`src/common/plmbg_pkg.sv`:
```
// ---------------------------------------------------------------------------
// Shared constants for the lock monitor and break guard.
// ---------------------------------------------------------------------------
package plmbg_pkg;

  localparam int          ADDR_W          = 4;
  localparam int          DATA_W          = 8;
  localparam int          CNT_W           = 16;

  // Register offsets on the plain register port.
  localparam logic [3:0]  OFS_PLL_CTRL    = 4'h0;
  localparam logic [3:0]  OFS_BW_CTRL     = 4'h1;
  localparam logic [3:0]  OFS_BRK_CTRL    = 4'h2;
  localparam logic [3:0]  OFS_IRQ_STAT    = 4'h3;
  localparam logic [3:0]  OFS_IRQ_MASK    = 4'h4;

  // Field positions.
  localparam int          BIT_PLL_IE      = 7;
  localparam int          BIT_PLL_EVT     = 6;
  localparam int          BIT_PLL_ON      = 5;
  localparam int          BIT_AUTO        = 7;
  localparam int          BIT_SETTLED     = 6;
  localparam int          BIT_TRACKING    = 5;
  localparam int          BIT_BRK_PERMIT  = 7;
  localparam int          IRQ_W           = 3;
  localparam int          IRQ_TRK         = 0;
  localparam int          IRQ_LOCK_IN     = 1;
  localparam int          IRQ_LOCK_OUT    = 2;

  // Values after reset.
  localparam logic [7:0]  RST_PLL_CTRL    = 8'h00;
  localparam logic [7:0]  RST_BW_CTRL     = 8'h00;
  localparam logic        RST_BRK_PERMIT  = 1'b0;
  localparam logic [2:0]  RST_IRQ_MASK    = 3'h0;

  // Reference divider and window lengths, in cycles and reference periods.
  localparam int          REF_DIV_CYCLES  = 8;
  localparam int          N_ACQ_PERIODS   = 32;
  localparam int          N_TRK_PERIODS   = 128;
  localparam int          TOL_TRK_COUNTS  = 2;
  localparam int          TOL_LOCK_COUNTS = 0;

  typedef enum logic [1:0]
  {
    ST_ACQ  = 2'b00,
    ST_TRK  = 2'b01,
    ST_LOCK = 2'b10
  } plmbg_state_t;

  // Next value of a hardware-set, software-cleared flag; set wins over clear.
  function automatic logic flag_next(input logic cur, input logic set,
                                     input logic clr, input logic hold);
    if (hold)
    begin
      flag_next = cur;
    end
    else
    begin
      flag_next = set | (cur & ~clr);
    end
  endfunction : flag_next

endpackage : plmbg_pkg

```
`src/logic/plmbg_window_judge.sv`:
```
`timescale 1ns/1ps

// ---------------------------------------------------------------------------
// Averaging window: counts feedback edges over a run of reference periods.
// ---------------------------------------------------------------------------
module plmbg_window_judge #(
  parameter int CNT_W = 16
) (
  input  wire logic             clk,
  input  wire logic             arst_n,
  input  wire logic             restart,
  input  wire logic             ref_tick,
  input  wire logic             fb_edge,
  input  wire logic [CNT_W-1:0] win_len,
  input  wire logic [CNT_W-1:0] tol,
  output logic                  pass,
  output logic                  fail
);

  logic [CNT_W-1:0] ref_cnt_ff;
  logic [CNT_W-1:0] fb_cnt_ff;
  logic [CNT_W-1:0] fb_total;
  logic [CNT_W-1:0] diff;
  logic             win_end;
  logic             in_tol;

  // Only the average over the whole window is judged, so a brief excursion
  // inside a window does not disqualify it by itself.
  assign fb_total = fb_cnt_ff + {{(CNT_W-1){1'b0}}, fb_edge};
  assign diff     = (fb_total >= win_len) ? (fb_total - win_len) : (win_len - fb_total);
  assign in_tol   = (diff <= tol);
  assign win_end  = ref_tick && (ref_cnt_ff == (win_len - {{(CNT_W-1){1'b0}}, 1'b1}));

  // Period and edge counters, both restarted at each window end.
  always_ff @(posedge clk or negedge arst_n)
  begin
    if (!arst_n)
    begin
      ref_cnt_ff <= '0;
      fb_cnt_ff  <= '0;
    end
    else if (restart || win_end)
    begin
      ref_cnt_ff <= '0;
      fb_cnt_ff  <= '0;
    end
    else
    begin
      if (ref_tick)
      begin
        ref_cnt_ff <= ref_cnt_ff + {{(CNT_W-1){1'b0}}, 1'b1};
      end
      fb_cnt_ff <= fb_total;
    end
  end

  // Verdict pulses, one cycle long, after each complete window.
  always_ff @(posedge clk or negedge arst_n)
  begin
    if (!arst_n)
    begin
      pass <= 1'b0;
      fail <= 1'b0;
    end
    else
    begin
      pass <= win_end && !restart && in_tol;
      fail <= win_end && !restart && !in_tol;
    end
  end

endmodule : plmbg_window_judge

```
`src/logic/plmbg_top.sv`:
```
`timescale 1ns/1ps

// ---------------------------------------------------------------------------
// Lock monitor and break-state flag guard.
// ---------------------------------------------------------------------------
//
// Contract
// - Break with permit set: software may clear flags as usual.
// - A flag cleared during break stays cleared afterwards.
// - Break with permit clear: the event flag does not change, except that leaving auto mode clears it.
// - Permit resets to 0; control register access in guarded break keeps event flag.
// - Auto mode sets tracking bit when the tracking tolerance is confirmed.
// - Auto mode sets settled flag when the lock tolerance is confirmed.
// - Acquisition ends only after a full qualifying window of reference periods.
// - Lock is declared only after a full qualifying second window.
// - Windows judge the average; a failing window starts another, except in lock, where it drops to tracking.
// - Settled flag reads 0 outside auto mode and is cleared by reset.
// - Tracking bit: 1 tracking, 0 acquisition; read-only in auto; reset 0.
// - Auto mode: each settled change outside guarded break sets the event flag; manual reads 0.
module plmbg_top #(
  parameter int REF_DIV   = plmbg_pkg::REF_DIV_CYCLES,
  parameter int N_ACQ     = plmbg_pkg::N_ACQ_PERIODS,
  parameter int N_TRK     = plmbg_pkg::N_TRK_PERIODS,
  parameter int TOL_TRK   = plmbg_pkg::TOL_TRK_COUNTS,
  parameter int TOL_LOCK  = plmbg_pkg::TOL_LOCK_COUNTS
) (
  input  wire logic                          clk,
  input  wire logic                          arst_n,
  input  wire logic [plmbg_pkg::ADDR_W-1:0]  reg_addr,
  input  wire logic [plmbg_pkg::DATA_W-1:0]  reg_wdata,
  input  wire logic                          reg_wr,
  input  wire logic                          reg_rd,
  output logic      [plmbg_pkg::DATA_W-1:0]  reg_rdata,
  input  wire logic                          break_active,
  input  wire logic                          fb_clk_pin,
  output logic                               irq,
  output logic                               pll_irq
);

  localparam int CW = plmbg_pkg::CNT_W;

  // -------------------------------------------------------------------------
  // Register state and decode
  // -------------------------------------------------------------------------
  logic                          pll_ie_ff;
  logic                          pll_on_ff;
  logic                          pll_event_flag_ff;
  logic                          auto_ff;
  logic                          manual_trk_ff;
  logic                          tracking_ff;
  logic                          settled_ff;
  logic                          break_clear_permit_ff;
  logic [plmbg_pkg::IRQ_W-1:0]   irq_stat_ff;
  logic [plmbg_pkg::IRQ_W-1:0]   irq_mask_ff;
  logic [plmbg_pkg::DATA_W-1:0]  nxt_rdata;
  logic                          wr_ctrl;
  logic                          wr_bw;
  logic                          wr_brk;
  logic                          wr_mask;
  logic                          rd_ctrl;
  logic                          rd_stat;
  logic                          clear_guard;
  logic                          evt_clr;

  assign wr_ctrl = reg_wr && (reg_addr == plmbg_pkg::OFS_PLL_CTRL);
  assign wr_bw   = reg_wr && (reg_addr == plmbg_pkg::OFS_BW_CTRL);
  assign wr_brk  = reg_wr && (reg_addr == plmbg_pkg::OFS_BRK_CTRL);
  assign wr_mask = reg_wr && (reg_addr == plmbg_pkg::OFS_IRQ_MASK);
  assign rd_ctrl = reg_rd && (reg_addr == plmbg_pkg::OFS_PLL_CTRL);
  assign rd_stat = reg_rd && (reg_addr == plmbg_pkg::OFS_IRQ_STAT);

  // Clears are only held off in break when the permit is clear.
  assign clear_guard = break_active && !break_clear_permit_ff;

  // The event flag clears on a read of the control register or a 0 written.
  assign evt_clr = rd_ctrl || (wr_ctrl && !reg_wdata[plmbg_pkg::BIT_PLL_EVT]);

  // -------------------------------------------------------------------------
  // Reference tick and feedback pin
  // -------------------------------------------------------------------------
  logic [CW-1:0] div_cnt_ff;
  logic          ref_tick_ff;
  logic          fb_meta_ff;
  logic          fb_sync_ff;
  logic          fb_prev_ff;
  logic          fb_edge;

  // Divided reference clock as a one-cycle enable.
  always_ff @(posedge clk or negedge arst_n)
  begin
    if (!arst_n)
    begin
      div_cnt_ff  <= '0;
      ref_tick_ff <= 1'b0;
    end
    else if (div_cnt_ff == CW'(REF_DIV - 1))
    begin
      div_cnt_ff  <= '0;
      ref_tick_ff <= 1'b1;
    end
    else
    begin
      div_cnt_ff  <= div_cnt_ff + {{(CW-1){1'b0}}, 1'b1};
      ref_tick_ff <= 1'b0;
    end
  end

  // The feedback pin is asynchronous, so it is synchronised before use.
  always_ff @(posedge clk or negedge arst_n)
  begin
    if (!arst_n)
    begin
      fb_meta_ff <= 1'b0;
      fb_sync_ff <= 1'b0;
      fb_prev_ff <= 1'b0;
    end
    else
    begin
      fb_meta_ff <= fb_clk_pin;
      fb_sync_ff <= fb_meta_ff;
      fb_prev_ff <= fb_sync_ff;
    end
  end

  assign fb_edge = fb_sync_ff && !fb_prev_ff;

  // -------------------------------------------------------------------------
  // Lock state machine
  // -------------------------------------------------------------------------
  plmbg_pkg::plmbg_state_t state_ff;
  plmbg_pkg::plmbg_state_t nxt_state;
  logic                    run;
  logic                    win_pass;
  logic                    win_fail;
  logic                    restart;
  logic [CW-1:0]           win_len;
  logic [CW-1:0]           win_tol;

  assign run     = auto_ff && pll_on_ff;
  assign restart = !run || (nxt_state != state_ff);

  // Acquisition uses the short window and the wide tolerance.
  assign win_len = (state_ff == plmbg_pkg::ST_ACQ) ? CW'(N_ACQ) : CW'(N_TRK);
  assign win_tol = (state_ff == plmbg_pkg::ST_ACQ) ? CW'(TOL_TRK) : CW'(TOL_LOCK);

  plmbg_window_judge #(
    .CNT_W    (CW)
  ) u_judge (
    .clk      (clk),
    .arst_n   (arst_n),
    .restart  (restart),
    .ref_tick (ref_tick_ff),
    .fb_edge  (fb_edge),
    .win_len  (win_len),
    .tol      (win_tol),
    .pass     (win_pass),
    .fail     (win_fail)
  );

  // Only whole windows move the state while running; a failed window repeats, except in lock, which drops to tracking.
  always_comb
  begin
    nxt_state = state_ff;
    if (!run)
      nxt_state = plmbg_pkg::ST_ACQ;
    else
    begin
      case (state_ff)
        plmbg_pkg::ST_ACQ:
          if (win_pass)
            nxt_state = plmbg_pkg::ST_TRK;
        plmbg_pkg::ST_TRK:
          if (win_pass)
            nxt_state = plmbg_pkg::ST_LOCK;
        plmbg_pkg::ST_LOCK:
          if (win_fail)
            nxt_state = plmbg_pkg::ST_TRK;
        default:
          nxt_state = plmbg_pkg::ST_ACQ;
      endcase
    end
  end

  always_ff @(posedge clk or negedge arst_n)
  begin
    if (!arst_n)
      state_ff <= plmbg_pkg::ST_ACQ;
    else
      state_ff <= nxt_state;
  end

  // -------------------------------------------------------------------------
  // Status bits derived from the state
  // -------------------------------------------------------------------------
  logic nxt_settled;
  logic nxt_tracking;
  logic settled_chg;

  // While running, settled moves in the single cycle after a judged window; stopping the monitor clears it on the next edge.
  assign nxt_settled  = run && (nxt_state == plmbg_pkg::ST_LOCK);
  assign nxt_tracking = run ? (nxt_state != plmbg_pkg::ST_ACQ) : manual_trk_ff;
  assign settled_chg  = auto_ff && (nxt_settled != settled_ff);

  always_ff @(posedge clk or negedge arst_n)
  begin
    if (!arst_n)
    begin
      settled_ff  <= 1'b0;
      tracking_ff <= 1'b0;
    end
    else
    begin
      settled_ff  <= nxt_settled;
      tracking_ff <= nxt_tracking;
    end
  end

  // -------------------------------------------------------------------------
  // Software registers
  // -------------------------------------------------------------------------
  // Control bits; the manual tracking choice is kept while auto mode runs.
  always_ff @(posedge clk or negedge arst_n)
  begin
    if (!arst_n)
    begin
      pll_ie_ff     <= plmbg_pkg::RST_PLL_CTRL[plmbg_pkg::BIT_PLL_IE];
      pll_on_ff     <= plmbg_pkg::RST_PLL_CTRL[plmbg_pkg::BIT_PLL_ON];
      auto_ff       <= plmbg_pkg::RST_BW_CTRL[plmbg_pkg::BIT_AUTO];
      manual_trk_ff <= plmbg_pkg::RST_BW_CTRL[plmbg_pkg::BIT_TRACKING];
    end
    else
    begin
      if (wr_ctrl)
      begin
        pll_ie_ff <= reg_wdata[plmbg_pkg::BIT_PLL_IE];
        pll_on_ff <= reg_wdata[plmbg_pkg::BIT_PLL_ON];
      end
      if (wr_bw)
      begin
        auto_ff <= reg_wdata[plmbg_pkg::BIT_AUTO];
        if (!auto_ff)
          manual_trk_ff <= reg_wdata[plmbg_pkg::BIT_TRACKING];
      end
    end
  end

  // Break permit bit, clear after reset so flags are guarded by default.
  always_ff @(posedge clk or negedge arst_n)
  begin
    if (!arst_n)
      break_clear_permit_ff <= plmbg_pkg::RST_BRK_PERMIT;
    else if (wr_brk)
      break_clear_permit_ff <= reg_wdata[plmbg_pkg::BIT_BRK_PERMIT];
  end

  // Event flag: held whole while guarded, so neither a control register read or write
  // nor a lock change can alter it, though leaving auto mode clears it; a cleared flag is never restored later.
  always_ff @(posedge clk or negedge arst_n)
  begin
    if (!arst_n)
      pll_event_flag_ff <= 1'b0;
    else if (!auto_ff)
      pll_event_flag_ff <= 1'b0;
    else
      pll_event_flag_ff <= plmbg_pkg::flag_next(pll_event_flag_ff, settled_chg,
                                                evt_clr, clear_guard);
  end

  // Sticky interrupt status, cleared by reading it unless guarded in break.
  always_ff @(posedge clk or negedge arst_n)
  begin
    if (!arst_n)
      irq_stat_ff <= '0;
    else
      for (int i = 0; i < plmbg_pkg::IRQ_W; i++)
        irq_stat_ff[i] <= plmbg_pkg::flag_next(irq_stat_ff[i], 1'b0, rd_stat,
                                               clear_guard)
                          | (i == plmbg_pkg::IRQ_TRK && run && !tracking_ff && nxt_tracking)
                          | (i == plmbg_pkg::IRQ_LOCK_IN  && settled_chg && nxt_settled)
                          | (i == plmbg_pkg::IRQ_LOCK_OUT && settled_chg && !nxt_settled);
  end

  always_ff @(posedge clk or negedge arst_n)
  begin
    if (!arst_n)
      irq_mask_ff <= plmbg_pkg::RST_IRQ_MASK;
    else if (wr_mask)
      irq_mask_ff <= reg_wdata[plmbg_pkg::IRQ_W-1:0];
  end

  // -------------------------------------------------------------------------
  // Read path and interrupt outputs
  // -------------------------------------------------------------------------
  // Read data is registered and stands for exactly one cycle.
  always_comb
  begin
    nxt_rdata = '0;
    case (reg_addr)
      plmbg_pkg::OFS_PLL_CTRL:
      begin
        nxt_rdata[plmbg_pkg::BIT_PLL_IE]  = pll_ie_ff;
        nxt_rdata[plmbg_pkg::BIT_PLL_EVT] = pll_event_flag_ff;
        nxt_rdata[plmbg_pkg::BIT_PLL_ON]  = pll_on_ff;
      end
      plmbg_pkg::OFS_BW_CTRL:
      begin
        nxt_rdata[plmbg_pkg::BIT_AUTO]     = auto_ff;
        nxt_rdata[plmbg_pkg::BIT_SETTLED]  = settled_ff & auto_ff;
        nxt_rdata[plmbg_pkg::BIT_TRACKING] = tracking_ff;
      end
      plmbg_pkg::OFS_BRK_CTRL:
        nxt_rdata[plmbg_pkg::BIT_BRK_PERMIT] = break_clear_permit_ff;
      plmbg_pkg::OFS_IRQ_STAT:
        nxt_rdata[plmbg_pkg::IRQ_W-1:0] = irq_stat_ff;
      plmbg_pkg::OFS_IRQ_MASK:
        nxt_rdata[plmbg_pkg::IRQ_W-1:0] = irq_mask_ff;
      default:
        nxt_rdata = '0;
    endcase
  end

  always_ff @(posedge clk or negedge arst_n)
  begin
    if (!arst_n)
      reg_rdata <= '0;
    else
      reg_rdata <= reg_rd ? nxt_rdata : '0;
  end

  // Level interrupts straight from the sticky flags.
  assign irq     = |(irq_stat_ff & irq_mask_ff);
  assign pll_irq = pll_event_flag_ff & pll_ie_ff & auto_ff;

endmodule : plmbg_top

```
`config.mk`:
```
export PLATFORM = sky130hd
export DESIGN_NAME = plmbg_top
export DESIGN_NICKNAME = d
export VERILOG_FILES = /design/src/common/plmbg_pkg.sv /design/src/logic/plmbg_window_judge.sv /design/src/logic/plmbg_top.sv
export SDC_FILE = /design/constraint.sdc
export NUM_CORES = 1
export LEC_CHECK = 0
export BUFFER_PORTS_ARGS = -buffer_cell sky130_fd_sc_hd__buf_2
export CORE_UTILIZATION = 25
export DETAILED_ROUTE_END_ITERATION = 16
export SETUP_SLACK_MARGIN = 0.02
export SLEW_MARGIN = 30
export SYNTH_ARGS = -nofsm -noshare
export SYNTH_HDL_FRONTEND = slang
export SYNTH_SLANG_ARGS = --single-unit
```
`constraint.sdc`:
```
create_clock -name clk -period 3.85 [get_ports clk]
set_input_delay 0.5775 -clock clk [delete_from_list [all_inputs] [get_ports clk]]
set_output_delay 0.5775 -clock clk [all_outputs]
set_load 0.02 [all_outputs]
```
# Word level (Yosys, flattened, before mapping)
# Cells that the tools add are included.
[op_classes]
add_sub_neg = 6
n_lt_le_gt_ge = 2
eq_ne = 12
n_mux = 23
bitwise_logic = 15
reduce_logical = 37
[op_table]
columns = ["op", "count"]
rows = [
  ["$mux 16", 5],
  ["$add 16x1->16 const B", 2],
  ["$logic_and 1x1->1", 20],
  ["$add 16x1->16", 1],
  ["$eq 16x16->1", 1],
  ["$eq 16x3->1 const B", 1],
  ["$ge 16x8->1", 1],
  ["$le 16x2->1", 1],
  ["$mux 8", 2],
  ["$sub 16x8->16", 1],
  ["$sub 8x16->16", 1],
  ["$mux 2", 5],
  ["$sub 8x1->9 const B", 1],
  ["$eq 4x2->1 const B", 2],
  ["$logic_not 1->1", 8],
  ["$and 1x1->1", 7],
  ["$mux 1", 7],
  ["$pmux 2 s3", 1],
  ["$pmux 3 s2", 1],
  ["$eq 2x2->1 const B", 2],
  ["$eq 4x1->1 const B", 1],
  ["$eq 4x3->1 const B", 1],
  ["$logic_not 4->1", 1],
  ["$or 1x1->1", 4],
  ["13 further kinds", 18],
]
[totals]
regBits = 78
inputBits = 18
output_inout_bits = 10
elab_cells = 116

# Logic depth before layout (Yosys ltp)
# Gate-level depths: netlist of the first run.
[depth]
word_depth = 10
depth_mapped = 20
mapped_depth_nobuf = 20

# By module
# From an unflattened synthesis of the first run, not the netlist that was laid out.
[unflattened]
cells_unflattened = 655
area_unflattened_um2 = 5885.6
[by_module_without_submodules]
columns = ["module", "instances", "cells_per_inst", "area_each_um2", "seq_area_each_um2"]
rows = [
  ["plmbg_window_judge", 1, 493, 4016.4, 850.8],
  ["plmbg_top", 1, 162, 1869.3, 1051.0],
]

# Worst setup path before layout of the first run
# No wires, ideal clock.
[synth_timing]
kind = "register -> register"
startpoint = "register fb_prev_ff"
endpoint = "register u_judge.fail"
setup_time_ns = 0.126
t_arrival_ns = 3.753
required_time_ns = 3.724
slack_ns = -0.029
path_stages_with_launch = 19
path_buffers = 1
synth_period_minus_slack_ns = 3.879
cell_sequence = "dfrtp_1 > nor2b_1 > ha_1 > inv_1 > nor2_1 > nand3_1 > xor2_1 > ha_1 > clkbuf_1 > o221ai_1 > o211ai_2 > or2_2 > nand2_1 > o21ai_0 > ha_1 > a21oi_1 > a311oi_2 > o221ai_2 > o311a_1"
[synth_between]
elab_chain_len = 8
elab_cells_between_ends = 10
cone_classes = "add/sub (3); order compare (2); mux (1); reduce/logical (4)"
[synth_lines]
columns = ["item", "line", "rtl"]
rows = [
  ["start, declared", "plmbg_top.sv:85", "logic fb_prev_ff;"],
  ["start signal, assigned", "plmbg_top.sv:121", "fb_prev_ff <= fb_sync_ff;"],
  ["$logic_not 1->1 (*)", "plmbg_top.sv:125", "assign fb_edge = fb_sync_ff && !fb_prev_ff;"],
  ["$logic_and 1x1->1 (*)", "plmbg_top.sv:125", ""],
  ["$add 16x1->16 (*)", "plmbg_window_judge.sv:29", "assign fb_total = fb_cnt_ff + {{(CNT_W-1){1'b0}}, fb_edge};"],
  ["$sub 8x16->16, or another cell as far along", "plmbg_window_judge.sv:30", "assign diff = (fb_total >= win_len) ? (fb_total - win_len) : (win_len - fb_total);"],
  ["$mux 16 (*)", "plmbg_window_judge.sv:30", ""],
  ["$le 16x2->1 (*)", "plmbg_window_judge.sv:31", "assign in_tol = (diff <= tol);"],
  ["$logic_not 1->1 (*)", "plmbg_window_judge.sv:68", "fail <= win_end && !restart && !in_tol;"],
  ["$logic_and 1x1->1 (*)", "plmbg_window_judge.sv:68", ""],
  ["end signal, assigned", "plmbg_window_judge.sv:68", ""],
  ["end, declared", "plmbg_window_judge.sv:17", "output logic fail"],
]
# Mark *: on every way between the ends. The rest lies on a longest branch, timed or not.
# A chain may end at the register's enable or synchronous reset.

# Final worst setup path of the first run
# Ends and elaborated chain as after synthesis.

==> results of run 1 <==
state kept, by name, summed over array words and instances, names as in the netlist, 2 cells and up:
signal	count
div_cnt_ff	16
irq_mask_ff	3
irq_stat_ff	3
reg_rdata	6
state_ff	2
u_judge.fb_cnt_ff	16
u_judge.ref_cnt_ff	16
synthesized netlist by cell type, types with 2 or more instances:
cell type / instances / area [um^2]
nand3b_1: 5 / 37.54
inv_1: 13 / 48.80
nor4_1: 10 / 62.56
mux2i_1: 6 / 60.06
xor2_1: 27 / 236.5
buf_2: 5 / 25.02
nand3_1: 28 / 140.1
and3_1: 10 / 62.56
or2_2: 4 / 25.02
nand4_1: 15 / 93.84
a22oi_1: 3 / 22.52
o21ai_0: 11 / 55.05
o21bai_1: 2 / 15.01
nand4b_1: 3 / 26.28
xnor2_1: 23 / 201.4
nand2b_1: 4 / 25.02
clkbuf_1: 12 / 45.04
buf_4: 2 / 15.01
nor2b_1: 7 / 43.79
and2_1: 3 / 18.77
a2111oi_0: 2 / 17.52
a211o_1: 2 / 17.52
o211ai_1: 5 / 37.54
nor2_1: 65 / 244.0
a31oi_1: 3 / 18.77
ha_1: 11 / 137.6
dfrtp_1: 76 / 1902
nor3_1: 9 / 45.04
and4_1: 3 / 26.28
a32o_1: 2 / 20.02
mux2_2: 9 / 101.4
or3_1: 5 / 31.28
nand2_1: 35 / 131.4
nor4b_1: 3 / 26.28
a21oi_1: 10 / 50.05
cell type report:
type,count,area [um^2]
clock buffer,9,225.2
clock inverter,7,83.83
inverter,13,48.80
tap,225,281.5
fill,1742,11820
multi-input combinational,360,2522
timing repair buffer,54,354.1
sequential,76,1902
worst max-delay path, delay by kind of cell, from the launching register on:
kind            cells  cell delay [ps]
compound gates      7             1210
simple gates        6              810
xor+xnor            1              210
fa+ha+maj           3              600
buf+inv             3              270
flops               1              390
power groups by stage:
stage | Combinational, mW | Sequential [mW] | Clock [mW]
detailed placement | 0.170 | 0.881 | 0
CTS | 0.171 | 0.866 | 0.903
floorplan | 0.107 | 0.872 | 0
global placement | 0.164 | 0.878 | 0
global route | 0.192 | 0.871 | 0.937
finish | 0.173 | 0.867 | 0.879
logic make-up (layout without fill, tap and decap cells):
| group | Yosys count | in the layout | synth area share |
|---|---|---|---|
| compound gates | 62 | 62 | 0.1054 |
| mux | 17 | 17 | 0.04432 |
| flops | 76 | 76 | 0.4318 |
| xor+xnor | 50 | 50 | 0.09943 |
| fa+ha+maj | 11 | 11 | 0.03125 |
| buf+inv | 32 | 83 | 0.03040 |
| other cells | 1 | 2 | 0.0008515 |
| simple gates | 218 | 218 | 0.2565 |
routing by layer:
metal	global-route usage	part of all wire
met2	0.2010	0.49
met3	0.02778	0.029
met1	0.1437	0.46
met4	0.05243	0.025
met5	0	0
cell usage in the layout (no fill, tap or decap), drive strengths merged, types with 4 or more instances in the layout:
cell,count
a21oi,10
and3,10
buf,54
clkbuf,9
dfrtp,76
ha,11
inv,16
mux2,10
mux2i,7
nand2,35
nand2b,4
nand3,28
nand3b,5
nand4,16
nor2,65
nor2b,7
nor3,10
nor4,10
o211ai,6
o21ai,11
or2,5
or3,5
xnor2,23
xor2,27
what timing repair did:
action	in CTS	in global routing
pin swaps	4	9
resized for setup	3	23
setup buffers	1	1
setup endpoints to repair	1	2
through the flow:
stage / setup slack, ps / util / TNS, ps / area (um^2)
2_1_floorplan: 74.43 / - / 0 / 4414
3_3_place_gp: 46.08 / 0.2869 / 0 / 4946
3_5_place_dp: -11.22 / 0.2869 / -11.22 / 4946
4_1_cts: 40.61 / 0.3060 / 0 / 5275
5_1_grt: 54.04 / 0.3143 / 0 / 5418
6_report: 233.1 / 0.3143 / 0 / 5418
path summary, 6_finish.rpt:
path,start,to,slack [ps]
hold reg to reg,fb_meta_ff$_DFF_PN0_,fb_sync_ff$_DFF_PN0_,360
hold / removal,arst_n,fb_meta_ff$_DFF_PN0_,250
setup reg to reg,fb_prev_ff$_DFF_PN0_,u_judge.fail$_DFF_PN0_,230
setup / recovery,fb_prev_ff$_DFF_PN0_,u_judge.fail$_DFF_PN0_,230
max in group asynchronous,arst_n,reg_rdata[7]$_DFF_PN0_,3110
min in group clk,fb_clk_pin,fb_meta_ff$_DFF_PN0_,350
==> run metrics, run 1 <==
CTS tree yes; critical path fanouts, max 3; worst vdd ir 0.2340 mV; RSZ-0062 raised after global routing no; relative slew slack 0.5360; NumNets Final 543; core region area 17240 um^2; I/O pins 28; min cycle time layout 3617 ps; Port Buffers 23; number of synthesized flops with an enable pin 0; asr flop ratio synth 1.000; Die X 134.7 um; Tcrit/Tclk final 0.9394; P_sw 0.5009 mW; Worst Hold Slack 248.1 ps; average wire per cell in the routed design 14.00 um; slowest stage delay, CP 390 ps; clk buf depth 2; Power Density 354.3 nW/um^2; ANT cells 0; clock power share 0.458; Setup Viol. Count Final 0; worst r2r path cells 20; Vias 3623; clk_skew 11.15 ps; fin. max-slew vios 0; maxcap violations 0; H-tree levels 3; fin cells 744; first-pass GRT wire length 17.06 mm; first-pass iteration count of the detailed router 4; Critical Path RT 4070 ps; Max Freq 276.5 MHz; drt via density 4.870; hold_buf cts 0; Final ANT Viol Nets 0; initial DRC count 234; arrival time at the worst endpoint 3840 ps; Clock Sinks 76; status complete, no violations; Worst-Skew Late Latency 340 ps; Sw Share 0.2610; GP Congestion 0.9148; Post-Syn Area 4404 um^2; antenna violations before repair 0; Placed Cells incl. Taps 726; sequential share of the synthesized area 0.4318; Avg Synthesized Cell Area 9.431 um^2; Int Pwr 1.418 mW; top_reg_cell synth dfrtp_1; Startpoint Class flip-flop; DRC violations left 0; DPL Wire Length 7.519 mm; Flop pwr share 0.452; Clk pin slew, worst setup/hold paths 60 ps; worst min-delay path class input port to async pin; total track usage 0.1189; Worst Tran Pin Value 696.1 ps; total grt overflow 0; Comb power frac 0.090; layout cell share with drive strength beyond 1 0.2139; CP max-delay cell dfrtp_1; leakage power figure 2.277 nW; vias in the first global route 3620; chip height 134.7 um; CTS Buf Count 9; final hold vios 0; CTS Root Cell clkbuf_16; CP endpoint kind flip-flop; initial core utilization 0.2555; Synth Instances 467; # rows 48; die area 18150 um^2; Ys Warns 0; post-synthesis register bit count 76; Unique masters post-synth 69; Total Wirelength 10.41 mm; pin count of the biggest net entering global routing 77; Area Growth Syn to Fin 23.01%; crit path cell chain nor2b_4 > ha_4 > inv_2 > nor2_2 > buf_4 > nand3_4 > xor2_4 > inv_2 > ha_4 > nand3b_1 > o221ai_2 > o211ai_2 > or2_4 > nand2_1 > o21ai_1 > ha_1 > a21oi_2 > a311oi_2 > o221ai_2 > o311a_1; overall power 1.919 mW; critical path class flip-flop to flip-flop
Note: power is estimated with default switching activity, not from simulation.
==> inputs of run 2 (changes only) <==
--- a/config.mk
+++ b/config.mk
@@ -8,6 +8,7 @@
 export BUFFER_PORTS_ARGS = -buffer_cell sky130_fd_sc_hd__buf_2
 export CORE_UTILIZATION = 25
 export DETAILED_ROUTE_END_ITERATION = 16
+export PLACE_DENSITY = 0.47
 export SETUP_SLACK_MARGIN = 0.02
 export SLEW_MARGIN = 30
 export SYNTH_ARGS = -nofsm -noshare
==> run metrics, run 2 (same netlist as run 1, synthesis figures left out) <==
P_sw 0.4825 mW (-3.7%); GP Congestion 0.8807 (-3.7%); final hold vios 0 (unchanged); status complete, no violations; vias in the first global route 3540 (-2.2%); Worst-Skew Late Latency 340 ps (about the same); I/O pins 28 (unchanged); initial core utilization 0.2555 (unchanged); layout cell share with drive strength beyond 1 0.2193 (+0.005409); min cycle time layout 3682 ps (+65.26 ps); total grt overflow 0 (unchanged); Vias 3592 (-0.86%); flip-flop and latch area 1902 um^2 (unchanged); pin count of the biggest net entering global routing 49 (-36%); WL met1 4.857 mm (+1.7%); Clk pin slew, worst setup/hold paths 60 ps (about the same); Sw Share 0.2458 (-0.01524); most common cell after layout, fill and taps aside dfrtp_1; Die X 134.7 um (unchanged); H-tree levels 3 (unchanged); clk_skew 7.765 ps (-3.386 ps); worst vdd ir 0.1901 mV (-19%); most frequent cells in the layout 76 x dfrtp_1, 65 x nor2_1, 41 x buf_4; Tcrit/Tclk final 0.9564 (+0.01695); relative slew slack 0.4648 (-0.07118); average wire per cell in the routed design 13.77 um (-1.6%); critical path fanouts, max 4 (+1); die area 18150 um^2 (unchanged); CTS Root Cell clkbuf_16; Area Growth Syn to Fin 24.77%; maxcap violations 0 (unchanged); Finished Cell Area 5495 um^2 (+1.4%); clk buf depth 2 (unchanged); met3 wire len 346 um (+16%); ANT cells 0 (unchanged); worst min-delay path class input port to async pin; met2 WL 5.019 mm (-1.0%); worst r2r path cells 18 (-10%); Startpoint Class flip-flop; Port Buffers 23 (unchanged); Total Wirelength 10.38 mm (-0.31%); arrival time at the worst endpoint 3900 ps (+60 ps); Final ANT Viol Nets 0 (unchanged); drt via density 4.764 (-2.2%); antenna violations before repair 0 (unchanged); leakage power figure 2.348 nW (+3.1%); Comb power frac 0.088 (-0.002); Clock Sinks 76 (unchanged); fin. max-slew vios 0 (unchanged); critical path class flip-flop to flip-flop; CTS Buf Count 9 (unchanged); CP endpoint kind flip-flop; Flop pwr share 0.441 (-0.011); Worst Tran Pin Value 791.7 ps (+95.62 ps); Max Used Layer met4; CTS tree yes; fill cell count 1748 (+0.34%); Area after DPL 5026 um^2 (+1.6%); Critical Path RT 4070 ps (about the same); total track usage 0.1238 (+0.004883); NumNets Final 553 (+1.8%); # rows 48 (unchanged); clock power share 0.471 (+0.013); core region area 17240 um^2 (unchanged); DRC violations left 0 (unchanged); first-pass GRT wire length 17.79 mm (+4.2%); area of the multi-input gates 2494 um^2 (-1.1%); Worst Hold Slack 159.6 ps (-88.52 ps); chip height 134.7 um (unchanged); first-pass iteration count of the detailed router 5 (+1); Int Pwr 1.481 mW (+4.4%); initial DRC count 284 (+21%); largest registers div_cnt_ff: 16 flops, u_judge.fb_cnt_ff: 16 flops, u_judge.ref_cnt_ff: 16 flops; Power Density 357.3 nW/um^2 (+0.85%); Setup Viol. Count Final 0 (unchanged); R2R Setup Slk 170 ps (-70 ps); Max Freq 271.6 MHz (-1.8%); DPL Wire Length 7.642 mm (+1.6%)
==> run 2: cell types whose count changed in the layout (fill, tap and decap cells not counted), moves of 2 or more <==
| cell | delta |
|---|---|
| buf_4 | +10 |
| clkinvlp_4 | -2 |
| ha_1 | +3 |
| ha_2 | -2 |
| inv_8 | -2 |
==> run 2: layout make-up <==
class | instances | share of cell area
clock buffer | 9 | 0.04098
clock inverter | 7 | 0.01799
inverter | 13 | 0.008880
multi-input combinational | 360 | 0.4538
sequential | 76 | 0.3461
tap | 225 | 0.05123
timing repair buffer | 64 | 0.08106
==> run 2: repair_timing <==
item                                    4_1_cts  5_1_grt
resized for setup                             3       18
pin swaps                                     0       12
setup buffers                                 0        4
gates cloned                                  0        0
endpoints found under the setup margin        1        2
hold buffers                                  0        0
==> run 2: worst paths after layout <==
kind / from / end
worst min-delay path: arst_n / u_judge.fb_cnt_ff[3]$_DFF_PN0_
worst min register to register: fb_meta_ff$_DFF_PN0_ / fb_sync_ff$_DFF_PN0_
worst max register to register: fb_prev_ff$_DFF_PN0_ / u_judge.fail$_DFF_PN0_
min in group clk: fb_clk_pin / fb_meta_ff$_DFF_PN0_
worst max-delay path: fb_prev_ff$_DFF_PN0_ / u_judge.fail$_DFF_PN0_
max in group asynchronous: arst_n / u_judge.ref_cnt_ff[10]$_DFFE_PN0P_
==> run 2: routing by layer <==
layer / vias up / global-route usage
met5: - / 0
li1: 1782 / -
met1: 1747 / 0.1627
met3: 12 / 0.02402
met2: 51 / 0.1990
met4: 0 / 0.05056
==> run 2: through the flow <==
step                      setup TNS, ps  instances    util  setup slack, ps  power, mW
after floorplan                       0        468       -            74.43     0.9794
after global routing             -12.13        754  0.3188           -12.13      2.063
after global placement                0        733  0.2900            24.74      1.049
after CTS                             0        750  0.3114            26.64      2.000
final                                 0        754  0.3188            167.9      1.963
after detailed placement              0        734  0.2916            6.659      1.055
==> run 2: critical path: stages (launching register included) <==
cell,delay (ps)
dfrtp_1,390
nor2b_4,140
ha_4,140
inv_1,50
nor2_1,90
buf_4,160
nand3_4,100
xor2_4,210
buf_4,160
ha_4,280
buf_4,120
inv_1,60
a311oi_2,270
nor3_1,120
o22ai_2,200
or4b_1,460
o211ai_1,110
nand4_1,140
o311a_1,370
==> run 2: power by group through the flow <==
| stage | clock network (mW) | registers (mW) | logic [mW] |
|---|---|---|---|
| 2_1_floorplan | 0 | 0.872 | 0.107 |
| 3_3_place_gp | 0 | 0.879 | 0.170 |
| 3_5_place_dp | 0 | 0.880 | 0.175 |
| 4_1_cts | 0.959 | 0.865 | 0.176 |
| 5_1_grt | 0.994 | 0.870 | 0.198 |
| 6_report | 0.924 | 0.866 | 0.173 |
==> inputs of run 3 (changes only) <==
--- a/config.mk
+++ b/config.mk
@@ -8,7 +8,8 @@
 export BUFFER_PORTS_ARGS = -buffer_cell sky130_fd_sc_hd__buf_2
 export CORE_UTILIZATION = 25
 export DETAILED_ROUTE_END_ITERATION = 16
-export PLACE_DENSITY = 0.47
+export MAX_ROUTING_LAYER = met4
+export PLACE_DENSITY = 0.46
 export SETUP_SLACK_MARGIN = 0.02
 export SLEW_MARGIN = 30
 export SYNTH_ARGS = -nofsm -noshare
==> constraint.sdc (replaced) <==
create_clock -name clk -period 3.48 [get_ports clk]
set_input_delay 0.522 -clock clk [delete_from_list [all_inputs] [get_ports clk]]
set_output_delay 0.522 -clock clk [all_outputs]
set_load 0.02 [all_outputs]
==> run metrics, run 3 (same netlist as run 1, synthesis figures left out) <==
Worst R2R Start fb_prev_ff$_DFF_PN0_; Clk pin slew, worst setup/hold paths 70 ps (about the same); Total Wirelength 10.87 mm (+4.7%); CP max-delay cell dfrtp_1; Worst Tran Pin Value 706.7 ps (-84.96 ps); slowest stage delay, CP 400 ps (-60 ps); DPL Wire Length 8.085 mm (+5.8%); Worst Hold Slack 209.7 ps (+50.14 ps); Max Freq 283.6 MHz (+4.4%); GP Congestion 0.8644 (-1.9%); Worst Setup EP u_judge.fail$_DFF_PN0_; status complete, but fails checks; DRC violations left 0 (unchanged); worst r2r path cells 18 (unchanged); maxcap violations 0 (unchanged); most frequent cells in the layout 76 x dfrtp_1, 65 x buf_4, 64 x nor2_1; final hold vios 0 (unchanged); delay-heaviest family, CP compound AO/OA/AOI/OAI gates; CTS Buf Count 9 (unchanged); Worst Slack Setup Final -46.44 ps (-214.3 ps); first-pass GRT wire length 18.17 mm (+2.1%); Tcrit/Tclk final 1.013 (+0.05695); RSZ-0062 raised after global routing yes; Port Buffers 23 (unchanged); Area Growth Syn to Fin 29.49%; clk buf depth 2 (unchanged); min cycle time layout 3526 ps (-155.7 ps); # rows 48 (unchanged); first-pass iteration count of the detailed router 4 (-1); die area 18150 um^2 (unchanged); Buf/Inv on CP 1 (-4); Placed Cells incl. Taps 755 (+2.9%); average wire per cell in the routed design 13.97 um (+1.5%); ANT cells 0 (unchanged); fill cell count 1742 (-0.34%); Vias 3620 (+0.78%); antenna violations before repair 0 (unchanged); worst vdd ir 0.2151 mV (+13%); I/O pins 28 (unchanged); H-tree levels 3 (unchanged); arrival time at the worst endpoint 3740 ps (-160 ps); Worst-Skew Late Latency 330 ps (about the same); Critical Path RT 3690 ps (-380 ps); NumNets Final 577 (+4.3%); core region area 17240 um^2 (unchanged); most used cell, CP ha_1; Die X 134.7 um (unchanged); critical path fanouts, max 3 (-1); pin count of the biggest net entering global routing 77 (+57%); CTS Root Cell clkbuf_16; Power Density 386.0 nW/um^2 (+8.0%); most common cell after layout, fill and taps aside dfrtp_1; layout cell share with drive strength beyond 1 0.2658 (+0.04654); critical path class flip-flop to flip-flop; Worst setup startpoint fb_prev_ff$_DFF_PN0_; crit path cell chain nor2b_4 > ha_2 > inv_2 > nor2_4 > xnor2_2 > ha_1 > nand3b_1 > mux2i_1 > a21boi_2 > a32o_2 > or2_4 > nand2_2 > o21ai_2 > ha_1 > a21oi_2 > a311oi_2 > o221ai_2 > o311a_1; vias in the first global route 3640 (+2.8%); worst min-delay path class input port to async pin; initial DRC count 277 (-2.5%); CTS tree yes; R2R Path End u_judge.fail$_DFF_PN0_; area of the multi-input gates 2526 um^2 (+1.3%); fin cells 778 (+3.2%); leakage power figure 2.482 nW (+5.7%); total track usage 0.1300 (+0.006254); largest registers div_cnt_ff: 16 flops, u_judge.fb_cnt_ff: 16 flops, u_judge.ref_cnt_ff: 16 flops; Final ANT Viol Nets 0 (unchanged); total grt overflow 0 (unchanged); relative slew slack 0.5289 (+0.06408); drt via density 4.653 (-2.3%); flip-flop and latch area 1902 um^2 (unchanged); critical path depth 18 (unchanged); R2R Setup Slk -50 ps (-210 ps); fin. max-slew vios 0 (unchanged); chip height 134.7 um (unchanged); CP endpoint kind flip-flop; Startpoint Class flip-flop; initial core utilization 0.2555 (unchanged); Setup Viol. Count Final 1 (+1); failing checks negative setup slack; Clock Sinks 76 (unchanged); clk_skew 12.65 ps (+4.881 ps)
run 3: worst min-delay path by stage:
stage | cells after the start | end
after floorplan | 0 | auto_ff$_DFFE_PN0P_
after global placement | 0 | fb_sync_ff$_DFF_PN0_
final | 1 | u_judge.fb_cnt_ff[10]$_DFF_PN0_
after global routing | 1 | u_judge.fb_cnt_ff[10]$_DFF_PN0_
after CTS | 1 | u_judge.fb_cnt_ff[10]$_DFF_PN0_
after detailed placement | 0 | fb_sync_ff$_DFF_PN0_
run 3: final cells by class:
type / instances / area share
Multi-Input combinational cell: 360 / 0.4430
Sequential cell: 76 / 0.3335
Timing Repair Buffer: 88 / 0.1068
Tap cell: 225 / 0.04936
Clock buffer: 11 / 0.04432
Clock inverter: 5 / 0.01448
Inverter: 13 / 0.008556
run 3: report_power, final:
group / switching (mW) / internal [mW]
logic: 0.113 / 0.0809
clock network: 0.377 / 0.670
registers: 0.0362 / 0.924
total: 0.526 / 1.68
run 3: timing repair:
item,4_1_cts,5_1_grt
resized for setup,6,14
hold buffers,0,0
endpoints found under the setup margin,2,2
cloned,0,0
setup buffers,3,4
pin swaps,13,17
run 3: routing by layer:
layer  vias to the layer above  routed length (um)  global-route usage
met5                         -                   0                   -
met4                         0                  82             0.03745
met3                         4                 165             0.02027
met2                        36                5258              0.2073
met1                      1760                5361              0.1703
li1                       1820                   -                   -
run 3: stage by stage:
step	setup TNS [ps]	power, mW	instance area (um^2)	util	worst slack (ps)
6_report	-46.44	2.201	5703	0.3309	-46.44
5_1_grt	-380.9	2.301	5703	0.3309	-216.7
4_1_cts	-262.2	2.234	5588	0.3242	-145.1
3_5_place_dp	-285.0	1.170	5216	0.3026	-167.9
3_3_place_gp	-88.66	1.165	5213	0.3024	-88.66
2_1_floorplan	0	1.083	4468	-	37.19
